===== src/mlic_pkg.sv =====
package mlic_pkg;
  // ****************************************
  // sizes
  // ****************************************
  localparam int NUM_SRC = 8;
  localparam int SRC_W = 3;
  localparam int VEC_W = 16;
  localparam int OFS_W = 4;
  localparam int NEST_W = 3;

  // ****************************************
  // vector table, program word addresses
  // ****************************************
  localparam logic [VEC_W-1:0] RESET_VECTOR = 16'h0000;
  localparam logic [VEC_W-1:0] OSC_FAILURE_VECTOR = 16'h0002;
  localparam logic [VEC_W-1:0] PORT_C_VECTOR_BASE = 16'h0004;
  localparam logic [VEC_W-1:0] PORT_R_VECTOR_BASE = 16'h0008;
  localparam logic [VEC_W-1:0] DMA_VECTOR_BASE = 16'h000c;
  localparam logic [VEC_W-1:0] WIDE_RTC_VECTOR_BASE = 16'h0014;
  localparam logic [VEC_W-1:0] TWO_WIRE_C_VECTOR_BASE = 16'h0018;
  localparam logic [VEC_W-1:0] TIMER_C0_VECTOR_BASE = 16'h001c;
  localparam logic [VEC_W-1:0] SPARE_VECTOR_BASE = 16'h0040;
  // boot section start, word address; plain default
  localparam logic [VEC_W-1:0] BOOT_SECTION_BASE = 16'h8000;

  // ****************************************
  // levels and states
  // ****************************************
  typedef enum logic [1:0] {LVL_OFF, LVL_LOW, LVL_MED, LVL_HIGH} mlic_level_t;
  localparam logic [NEST_W-1:0] NEST_LOW = 3'h1;
  localparam logic [NEST_W-1:0] NEST_MED = 3'h2;
  localparam logic [NEST_W-1:0] NEST_HIGH = 3'h4;
  localparam logic [SRC_W-1:0] RR_RESET = 3'h7;
  typedef enum logic [1:0] {ST_IDLE, ST_ACK} mlic_state_t;
endpackage

===== src/mlic_arbiter.sv =====
`timescale 1ns/1ns
module mlic_arbiter
  import mlic_pkg::*;
(
  // requests of one level
  input wire logic [NUM_SRC-1:0] req,
  // rotation
  input wire logic rr_en,
  input wire logic [SRC_W-1:0] last,
  // result
  output logic hit,
  output logic [SRC_W-1:0] idx
);
  logic [SRC_W-1:0] k;

  // lowest index means lowest base vector, table is ascending
  always_comb
  begin
    hit = 1'b0;
    idx = '0;
    k = '0;
    for (int i = NUM_SRC - 1; i >= 0; i--)
    begin
      // with rotation, search starts just after the last grant
      k = rr_en ? SRC_W'(last + SRC_W'(1) + SRC_W'(i)) : SRC_W'(i);
      if (req[k])
      begin
        hit = 1'b1;
        idx = k;
      end
    end
  end
endmodule


===== src/mlic_ctrl.sv =====
`timescale 1ns/1ns
module mlic_ctrl
  import mlic_pkg::*;
(
  // clock and reset
  input wire logic CLOCK,
  input wire logic RST_N,
  // peripheral requests and configuration
  input wire logic [NUM_SRC-1:0] IRQ_REQ,
  input wire logic [NUM_SRC*2-1:0] IRQ_LEVEL,
  input wire logic [NUM_SRC*OFS_W-1:0] IRQ_OFFSET,
  input wire logic OSC_FAIL_REQ,
  // controller configuration
  input wire logic LOW_EN,
  input wire logic MED_EN,
  input wire logic HIGH_EN,
  input wire logic RR_EN,
  input wire logic BOOT_VECTORS,
  // core handshake
  input wire logic CORE_ACK,
  input wire logic CORE_RETI,
  // to core
  output logic IRQ_VALID,
  output logic [VEC_W-1:0] IRQ_VECTOR,
  output logic NMI_ACTIVE,
  output logic [NEST_W-1:0] LEVEL_ACTIVE,
  output logic [SRC_W-1:0] GRANT_SRC,
  output logic GRANT_ACK
);
  import mlic_pkg::*;

  // ****************************************
  // helpers
  // ****************************************
  // fixed base table
  function automatic logic [VEC_W-1:0] src_base(input logic [SRC_W-1:0] s);
    logic [VEC_W-1:0] b;
    b = SPARE_VECTOR_BASE;
    case (s)
      3'h0: b = PORT_C_VECTOR_BASE;
      3'h1: b = PORT_R_VECTOR_BASE;
      3'h2: b = DMA_VECTOR_BASE;
      3'h3: b = WIDE_RTC_VECTOR_BASE;
      3'h4: b = TWO_WIRE_C_VECTOR_BASE;
      3'h5: b = TIMER_C0_VECTOR_BASE;
      default: b = SPARE_VECTOR_BASE;
    endcase
    return b;
  endfunction

  // word address relocated by section choice
  function automatic logic [VEC_W-1:0] place(input logic [VEC_W-1:0] v, input logic boot);
    return boot ? VEC_W'(BOOT_SECTION_BASE + v) : v;
  endfunction

  // ****************************************
  // request sorting
  // ****************************************
  logic [NUM_SRC-1:0] req_low;
  logic [NUM_SRC-1:0] req_med;
  logic [NUM_SRC-1:0] req_high;
  logic hit_low;
  logic hit_med;
  logic hit_high;
  logic [SRC_W-1:0] idx_low;
  logic [SRC_W-1:0] idx_med;
  logic [SRC_W-1:0] idx_high;
  logic [SRC_W-1:0] rr_last_ff;
  logic [SRC_W-1:0] nxt_rr_last;

  always_comb
  begin
    for (int i = 0; i < NUM_SRC; i++)
    begin
      req_low[i] = IRQ_REQ[i] && LOW_EN && (mlic_level_t'(IRQ_LEVEL[i*2 +: 2]) == LVL_LOW);
      req_med[i] = IRQ_REQ[i] && MED_EN && (mlic_level_t'(IRQ_LEVEL[i*2 +: 2]) == LVL_MED);
      req_high[i] = IRQ_REQ[i] && HIGH_EN && (mlic_level_t'(IRQ_LEVEL[i*2 +: 2]) == LVL_HIGH);
    end
  end

  mlic_arbiter u_arb_low
  (
    .req(req_low),
    .rr_en(RR_EN),
    .last(rr_last_ff),
    .hit(hit_low),
    .idx(idx_low)
  );

  mlic_arbiter u_arb_med
  (
    .req(req_med),
    .rr_en(1'b0),
    .last(rr_last_ff),
    .hit(hit_med),
    .idx(idx_med)
  );

  mlic_arbiter u_arb_high
  (
    .req(req_high),
    .rr_en(1'b0),
    .last(rr_last_ff),
    .hit(hit_high),
    .idx(idx_high)
  );

  // ****************************************
  // grant state
  // ****************************************
  mlic_state_t state_ff;
  mlic_state_t nxt_state;
  logic valid_ff;
  logic nxt_valid;
  logic [VEC_W-1:0] vector_ff;
  logic [VEC_W-1:0] nxt_vector;
  logic nmi_ff;
  logic nxt_nmi;
  logic [NEST_W-1:0] active_ff;
  logic [NEST_W-1:0] nxt_active;
  logic [NEST_W-1:0] pend_lvl_ff;
  logic [NEST_W-1:0] nxt_pend_lvl;
  logic pend_nmi_ff;
  logic nxt_pend_nmi;
  logic [SRC_W-1:0] src_ff;
  logic [SRC_W-1:0] nxt_src;
  logic ack_ff;
  logic nxt_ack;
  logic [NEST_W-1:0] top_active;
  logic [NEST_W-1:0] after_reti;
  logic [SRC_W-1:0] pick;
  logic [NEST_W-1:0] pick_lvl;
  logic pick_ok;

  always_comb
  begin
    nxt_state = state_ff;
    nxt_valid = valid_ff;
    nxt_vector = vector_ff;
    nxt_nmi = nmi_ff;
    nxt_active = active_ff;
    nxt_pend_lvl = pend_lvl_ff;
    nxt_pend_nmi = pend_nmi_ff;
    nxt_src = src_ff;
    nxt_ack = 1'b0;
    nxt_rr_last = rr_last_ff;
    pick = idx_low;
    pick_lvl = NEST_LOW;
    pick_ok = 1'b0;
    // handler return pops the highest running level, nmi first
    top_active = active_ff[2] ? NEST_HIGH : (active_ff[1] ? NEST_MED : (active_ff[0] ? NEST_LOW : '0));
    after_reti = active_ff & ~top_active;
    if (CORE_RETI)
    begin
      if (nmi_ff)
      begin
        nxt_nmi = 1'b0;
      end
      else
      begin
        nxt_active = after_reti;
      end
    end
    if (hit_high && !active_ff[2])
    begin
      pick = idx_high;
      pick_lvl = NEST_HIGH;
      pick_ok = 1'b1;
    end
    else if (hit_med && !active_ff[2] && !active_ff[1])
    begin
      pick = idx_med;
      pick_lvl = NEST_MED;
      pick_ok = 1'b1;
    end
    // same or lower level keeps waiting
    else if (hit_low && active_ff == '0)
    begin
      pick = idx_low;
      pick_lvl = NEST_LOW;
      pick_ok = 1'b1;
    end
    case (state_ff)
      ST_IDLE:
      begin
        if (OSC_FAIL_REQ && !nmi_ff)
        begin
          nxt_valid = 1'b1;
          nxt_vector = place(OSC_FAILURE_VECTOR, BOOT_VECTORS);
          nxt_pend_nmi = 1'b1;
          nxt_state = ST_ACK;
        end
        else if (pick_ok && !nmi_ff && !CORE_RETI)
        begin
          nxt_valid = 1'b1;
          // base plus offset, offset zero for single sources
          nxt_vector = place(VEC_W'(src_base(pick) + VEC_W'(IRQ_OFFSET[pick*OFS_W +: OFS_W])), BOOT_VECTORS);
          nxt_src = pick;
          nxt_pend_lvl = pick_lvl;
          nxt_pend_nmi = 1'b0;
          nxt_state = ST_ACK;
        end
      end
      ST_ACK:
      begin
        // core takes the vector into its program counter
        if (CORE_ACK)
        begin
          nxt_valid = 1'b0;
          nxt_ack = 1'b1;
          nxt_state = ST_IDLE;
          if (pend_nmi_ff)
          begin
            nxt_nmi = 1'b1;
          end
          else
          begin
            nxt_active = nxt_active | pend_lvl_ff;
            // last low grant drops to the back
            // pointer only moves while rotating, so fixed order leaves it parked
            if (pend_lvl_ff == NEST_LOW && RR_EN)
            begin
              nxt_rr_last = src_ff;
            end
          end
        end
      end
      default:
      begin
        nxt_state = ST_IDLE;
        nxt_valid = 1'b0;
      end
    endcase
  end

  always_ff @(posedge CLOCK or negedge RST_N)
  begin
    if (!RST_N)
    begin
      state_ff <= ST_IDLE;
      valid_ff <= 1'b0;
      vector_ff <= RESET_VECTOR;
      nmi_ff <= 1'b0;
      active_ff <= '0;
      pend_lvl_ff <= '0;
      pend_nmi_ff <= 1'b0;
      src_ff <= '0;
      ack_ff <= 1'b0;
      rr_last_ff <= RR_RESET;
    end
    else
    begin
      state_ff <= nxt_state;
      valid_ff <= nxt_valid;
      vector_ff <= nxt_vector;
      nmi_ff <= nxt_nmi;
      active_ff <= nxt_active;
      pend_lvl_ff <= nxt_pend_lvl;
      pend_nmi_ff <= nxt_pend_nmi;
      src_ff <= nxt_src;
      ack_ff <= nxt_ack;
      rr_last_ff <= nxt_rr_last;
    end
  end

  // ****************************************
  // outputs
  // ****************************************
  assign IRQ_VALID = valid_ff;
  assign IRQ_VECTOR = vector_ff;
  assign NMI_ACTIVE = nmi_ff;
  assign LEVEL_ACTIVE = active_ff;
  assign GRANT_SRC = src_ff;
  assign GRANT_ACK = ack_ff;
endmodule


===== config.mk =====
export PLATFORM = sky130hd
export DESIGN_NAME = mlic_ctrl
export DESIGN_NICKNAME = d
export VERILOG_FILES = /design/src/mlic_pkg.sv /design/src/mlic_arbiter.sv /design/src/mlic_ctrl.sv
export SDC_FILE = /design/constraint.sdc
export NUM_CORES = 1
export LEC_CHECK = 0
export CAP_MARGIN = 30
export CORE_UTILIZATION = 41
export DETAILED_ROUTE_END_ITERATION = 7
export DONT_BUFFER_PORTS = 1
export GPL_TIMING_DRIVEN = 0
export PLACE_DENSITY = 0.52
export SLEW_MARGIN = 40
export SYNTH_ARGS = -nofsm -noshare
export SYNTH_HDL_FRONTEND = slang
export SYNTH_HIERARCHICAL = 1
export SYNTH_SLANG_ARGS = --single-unit

===== constraint.sdc =====
create_clock -name CLOCK -period 14.2 [get_ports CLOCK]
set_input_delay 2.84 -clock CLOCK [delete_from_list [all_inputs] [get_ports CLOCK]]
set_output_delay 2.84 -clock CLOCK [all_outputs]
set_load 0.02 [all_outputs]

==> impl_metrics.json <==
{
  "fp.coreArea_um2": 12110,
  "report.final.hold_viol_count": 0,
  "synth_seq_area_share_pct": 11.77,
  "post_cts.repair.setup_buffers": 0,
  "power.net_switching_w": 0.0007729,
  "ys.flop_type": "sky130_fd_sc_hd__dfrtp_1",
  "globalRouteTotalUtil_pct": 25.22,
  "setup_repair_after_global_routing_missed_its_margin": "no",
  "route.vias.total": 5335,
  "hpwlAfterDp_um": 13290,
  "r2r.worst_path.cells": 16,
  "outcome": "completed",
  "finalSetupViolations": 0,
  "post-route-period-util_pct": 50.34,
  "power.static_leakage_nw": 2.202,
  "p_seq_share_pct": 10.4,
  "synth_area_leader_cell": "sky130_fd_sc_hd__dfrtp_1",
  "clk_latency_ns": 0.25,
  "rows": 40,
  "grt_remaining_overflow": 0,
  "total_negative_setup_slacks_ns": 0,
  "fp.dieH_um": 113.9,
  "ctsLongestPathBuffers": 2,
  "grt_pass1_wl_um": 26120,
  "timing.final.max_slew_violations": 0,
  "crit_chain": "and4_1 -> a221oi_1 -> o21ai_0 -> a32oi_1 -> nand2_1 -> or3_1 -> inv_2 -> a2bb2oi_2 -> o22a_1 -> buf_6 -> mux4_1 -> mux2_2 -> ha_1 -> inv_1 -> fa_1 -> o21ai_0",
  "vias_per_cell": 6.554,
  "hold_buffers": 0,
  "drtIter0Drc": 452,
  "p_int_w": 0.0006549,
  "pwr-share-comb_pct": 85.3,
  "reported_max_cap_violation_count": 0,
  "detail_route.wirelength_um": 16430,
  "dp_slack_ns": 6.870,
  "area_delta_synth_final_pct": 7.066,
  "grt_pass1_vias": 5014,
  "clkSlewWorstSetupHoldPaths_ns": 0.06,
  "critical_path.reg2reg.startpoint": "rr_last_ff[1]",
  "count_of_flip_flops_with_a_built_in_enable_after_synthesis": 0,
  "yosys_warnings": 6,
  "whs_path_depth": 2,
  "critPathArrivalTime_ns": 7.32,
  "worst-slew-pin-transition_ns": 0.6261,
  "clock_sinks": 24,
  "synth.cell_area_um2": 5135,
  "synth_seq_cells": 24,
  "critPathRequiredTime_ns": 14.37,
  "hold_class": "flip-flop to flip-flop",
  "main_area_contributors_after_synthesis": "sky130_fd_sc_hd__dfrtp_1 (10%), sky130_fd_sc_hd__mux2i_1 (6.0%), sky130_fd_sc_hd__nand2_1 (4.5%), sky130_fd_sc_hd__mux4_2 (4.4%), sky130_fd_sc_hd__a21oi_1 (4.1%)",
  "worst_path_largest_cell_delay_ns": 0.59,
  "timing.rr.end": "IRQ_VECTOR[3]",
  "critPathKind": "primary input to flip-flop",
  "fillers": 1212,
  "grt_start_max_net_pins": 25,
  "antenna_found_initial": 1,
  "timing.critical_path.slowest_stage_cell": "sky130_fd_sc_hd__mux4_1",
  "num_io_pins": 91,
  "whs_endpoint": "LEVEL_ACTIVE[1]",
  "worst_path_most_repeated_cell": "sky130_fd_sc_hd__o21ai_0",
  "cpLargestDelayFamily": "compound AO/OA/AOI/OAI gates",
  "wire_per_inst_um": 20.19,
  "gp_congestion": 0.9320,
  "min-delay-start": "pend_lvl_ff[1]",
  "worst_slack_ns": 7.052,
  "achievable-frequency_mhz": 139.9,
  "post-synth-top-count-cell": "sky130_fd_sc_hd__nand2_1",
  "post_synth_most_frequent_cells": "sky130_fd_sc_hd__nand2_1 (61), sky130_fd_sc_hd__a21oi_1 (42), sky130_fd_sc_hd__mux2i_1 (31), sky130_fd_sc_hd__o21ai_0 (31), sky130_fd_sc_hd__nor3_1 (25)",
  "drtAntennaViolNets": 0,
  "ir_worst_vdd_uv": 206.3,
  "cts.htree.levels": 1,
  "asyncSetResetFlopFracSynth_pct": 100.0,
  "yosysUniqueCellTypes": 74,
  "die_outline_width_um": 113.9,
  "netlist.area_leader.share_pct": 10.23,
  "sw_frac_of_total_pct": 54.13,
  "clock_root_buffer": "sky130_fd_sc_hd__clkbuf_16",
  "post_synth_inst_count": 622,
  "final_net_count": 718,
  "startpoint_type": "primary input",
  "drive_gt1_share_pct": 15.97,
  "finalClockSkew_ns": 0.001928,
  "power_per_cell_area_nw_per_um2": 259.7,
  "critPathCaptureType": "flip-flop",
  "clock_power_share_pct": 4.3,
  "tritoncts.num_buffers": 3,
  "fp.dieArea_um2": 12980,
  "worstPathMaxFanout": 10,
  "drt_first_pass_iters": 5,
  "cts_repair_resize_count": 0,
  "numPortBuffers": 0,
  "rrSetupSlack_ns": 8.77,
  "drc": 0,
  "start_util_pct": 42.40,
  "timing.final.crit_period_ns": 7.148,
  "buffers_and_inverters_on_the_worst_path": 3,
  "synth.avg_cell_area_um2": 8.256,
  "max_slew_margin_pct": 58.16,
  "tritoncts": "built"
}
==> state kept, by name, indices dropped and copies added (netlist names), 3 cells and up <==
register      count
pend_lvl_ff       3
LEVEL_ACTIVE      3
GRANT_SRC         3
rr_last_ff        3
IRQ_VECTOR        8
==> layout by cell type, fill, tap and decap left out, types with 10 or more instances in the layout <==
master	count
sky130_fd_sc_hd__a211oi_1	22
sky130_fd_sc_hd__a21oi_1	42
sky130_fd_sc_hd__a22o_1	10
sky130_fd_sc_hd__a32oi_1	10
sky130_fd_sc_hd__and3b_1	12
sky130_fd_sc_hd__and4b_1	16
sky130_fd_sc_hd__buf_4	15
sky130_fd_sc_hd__clkbuf_1	13
sky130_fd_sc_hd__conb_1	20
sky130_fd_sc_hd__dfrtp_1	21
sky130_fd_sc_hd__inv_1	11
sky130_fd_sc_hd__mux2_2	16
sky130_fd_sc_hd__mux2i_1	31
sky130_fd_sc_hd__mux4_2	10
sky130_fd_sc_hd__nand2_1	61
sky130_fd_sc_hd__nand3_1	12
sky130_fd_sc_hd__nand4_1	13
sky130_fd_sc_hd__nor2_1	17
sky130_fd_sc_hd__nor2b_1	21
sky130_fd_sc_hd__nor3_1	25
sky130_fd_sc_hd__o211ai_1	10
sky130_fd_sc_hd__o21ai_0	31
sky130_fd_sc_hd__o21ai_1	15
==> worst max path at each step <==
stage | startpoint | to | slack [ns] | cells after the start
global placement | IRQ_LEVEL[8] | IRQ_VECTOR[3] | 6.91 | 16
CTS | IRQ_LEVEL[8] | IRQ_VECTOR[3] | 7.13 | 16
global route | IRQ_LEVEL[8] | IRQ_VECTOR[3] | 6.83 | 16
detailed placement | IRQ_LEVEL[8] | IRQ_VECTOR[3] | 6.87 | 16
finish | IRQ_LEVEL[8] | IRQ_VECTOR[3] | 7.05 | 16
floorplan | IRQ_LEVEL[2] | IRQ_VECTOR[3] | 7.53 | 15
==> metal layers <==
| layer | share of wire, % | vias to the layer above | track usage, % |
|---|---|---|---|
| met3 | 6.9 | 30 | 2.816 |
| met4 | 2.4 | 0 | 7.186 |
| met2 | 48 | 235 | 42.64 |
| met5 | 0 | - | 0 |
| li1 | - | 2516 | - |
| met1 | 43 | 2554 | 33.97 |
==> area by class of cell <==
type                            count  area, µm²  share of cell area (%)
Antenna cell                        1      2.502                 0.04552
Clock buffer                        4      78.83                   1.434
Sequential cell                    24      604.3                   10.99
Inverter                           16      60.06                   1.092
Tap cell                          168      210.2                   3.823
Buffer                             45      321.6                   5.849
Multi-Input combinational cell    556       4220                   76.76
==> power groups by stage <==
stage,clock [W],combinational (W),sequential (W)
floorplan,0,0.000953,0.000140
global placement,0,0.00117,0.000151
detailed placement,0,0.00118,0.000152
CTS,0.0000628,0.00119,0.000151
global route,0.0000652,0.00136,0.000154
finish,0.0000610,0.00122,0.000149
==> cells by family (layout without fill, tap and decap cells) <==
group | Yosys count | count (layout) | synth area share, %
other cells | 1 | 21 | 0.07303
simple gates | 215 | 215 | 24.39
flops | 24 | 24 | 11.77
xor+xnor | 14 | 14 | 2.827
compound gates | 232 | 232 | 33.94
fa+ha+maj | 6 | 6 | 1.608
buf+inv | 61 | 65 | 7.432
mux | 69 | 69 | 17.96
==> metrics by stage <==
step	area (µm²)	util [%]	total power [W]	hold WS [ns]	cells
global placement	5416	44.72	0.001322	0.4871	809
CTS	5495	45.37	0.001401	0.5066	813
global route	5498	45.39	0.001575	0.5324	814
detailed placement	5416	44.72	0.001331	0.4889	809
floorplan	5206	-	0.001093	0.4603	641
finish	5498	45.39	0.001428	0.5052	814
==> worst register-to-register path: cells and delay by family, from the launching register on <==
family | cells | cell delay (ns)
mux | 4 | 1.44
compound gates | 5 | 1.42
fa+ha+maj | 3 | 1.04
flops | 1 | 0.81
buf+inv | 3 | 0.46
simple gates | 1 | 0.19
No activity file was read; power rests on OpenSTA's default activity.
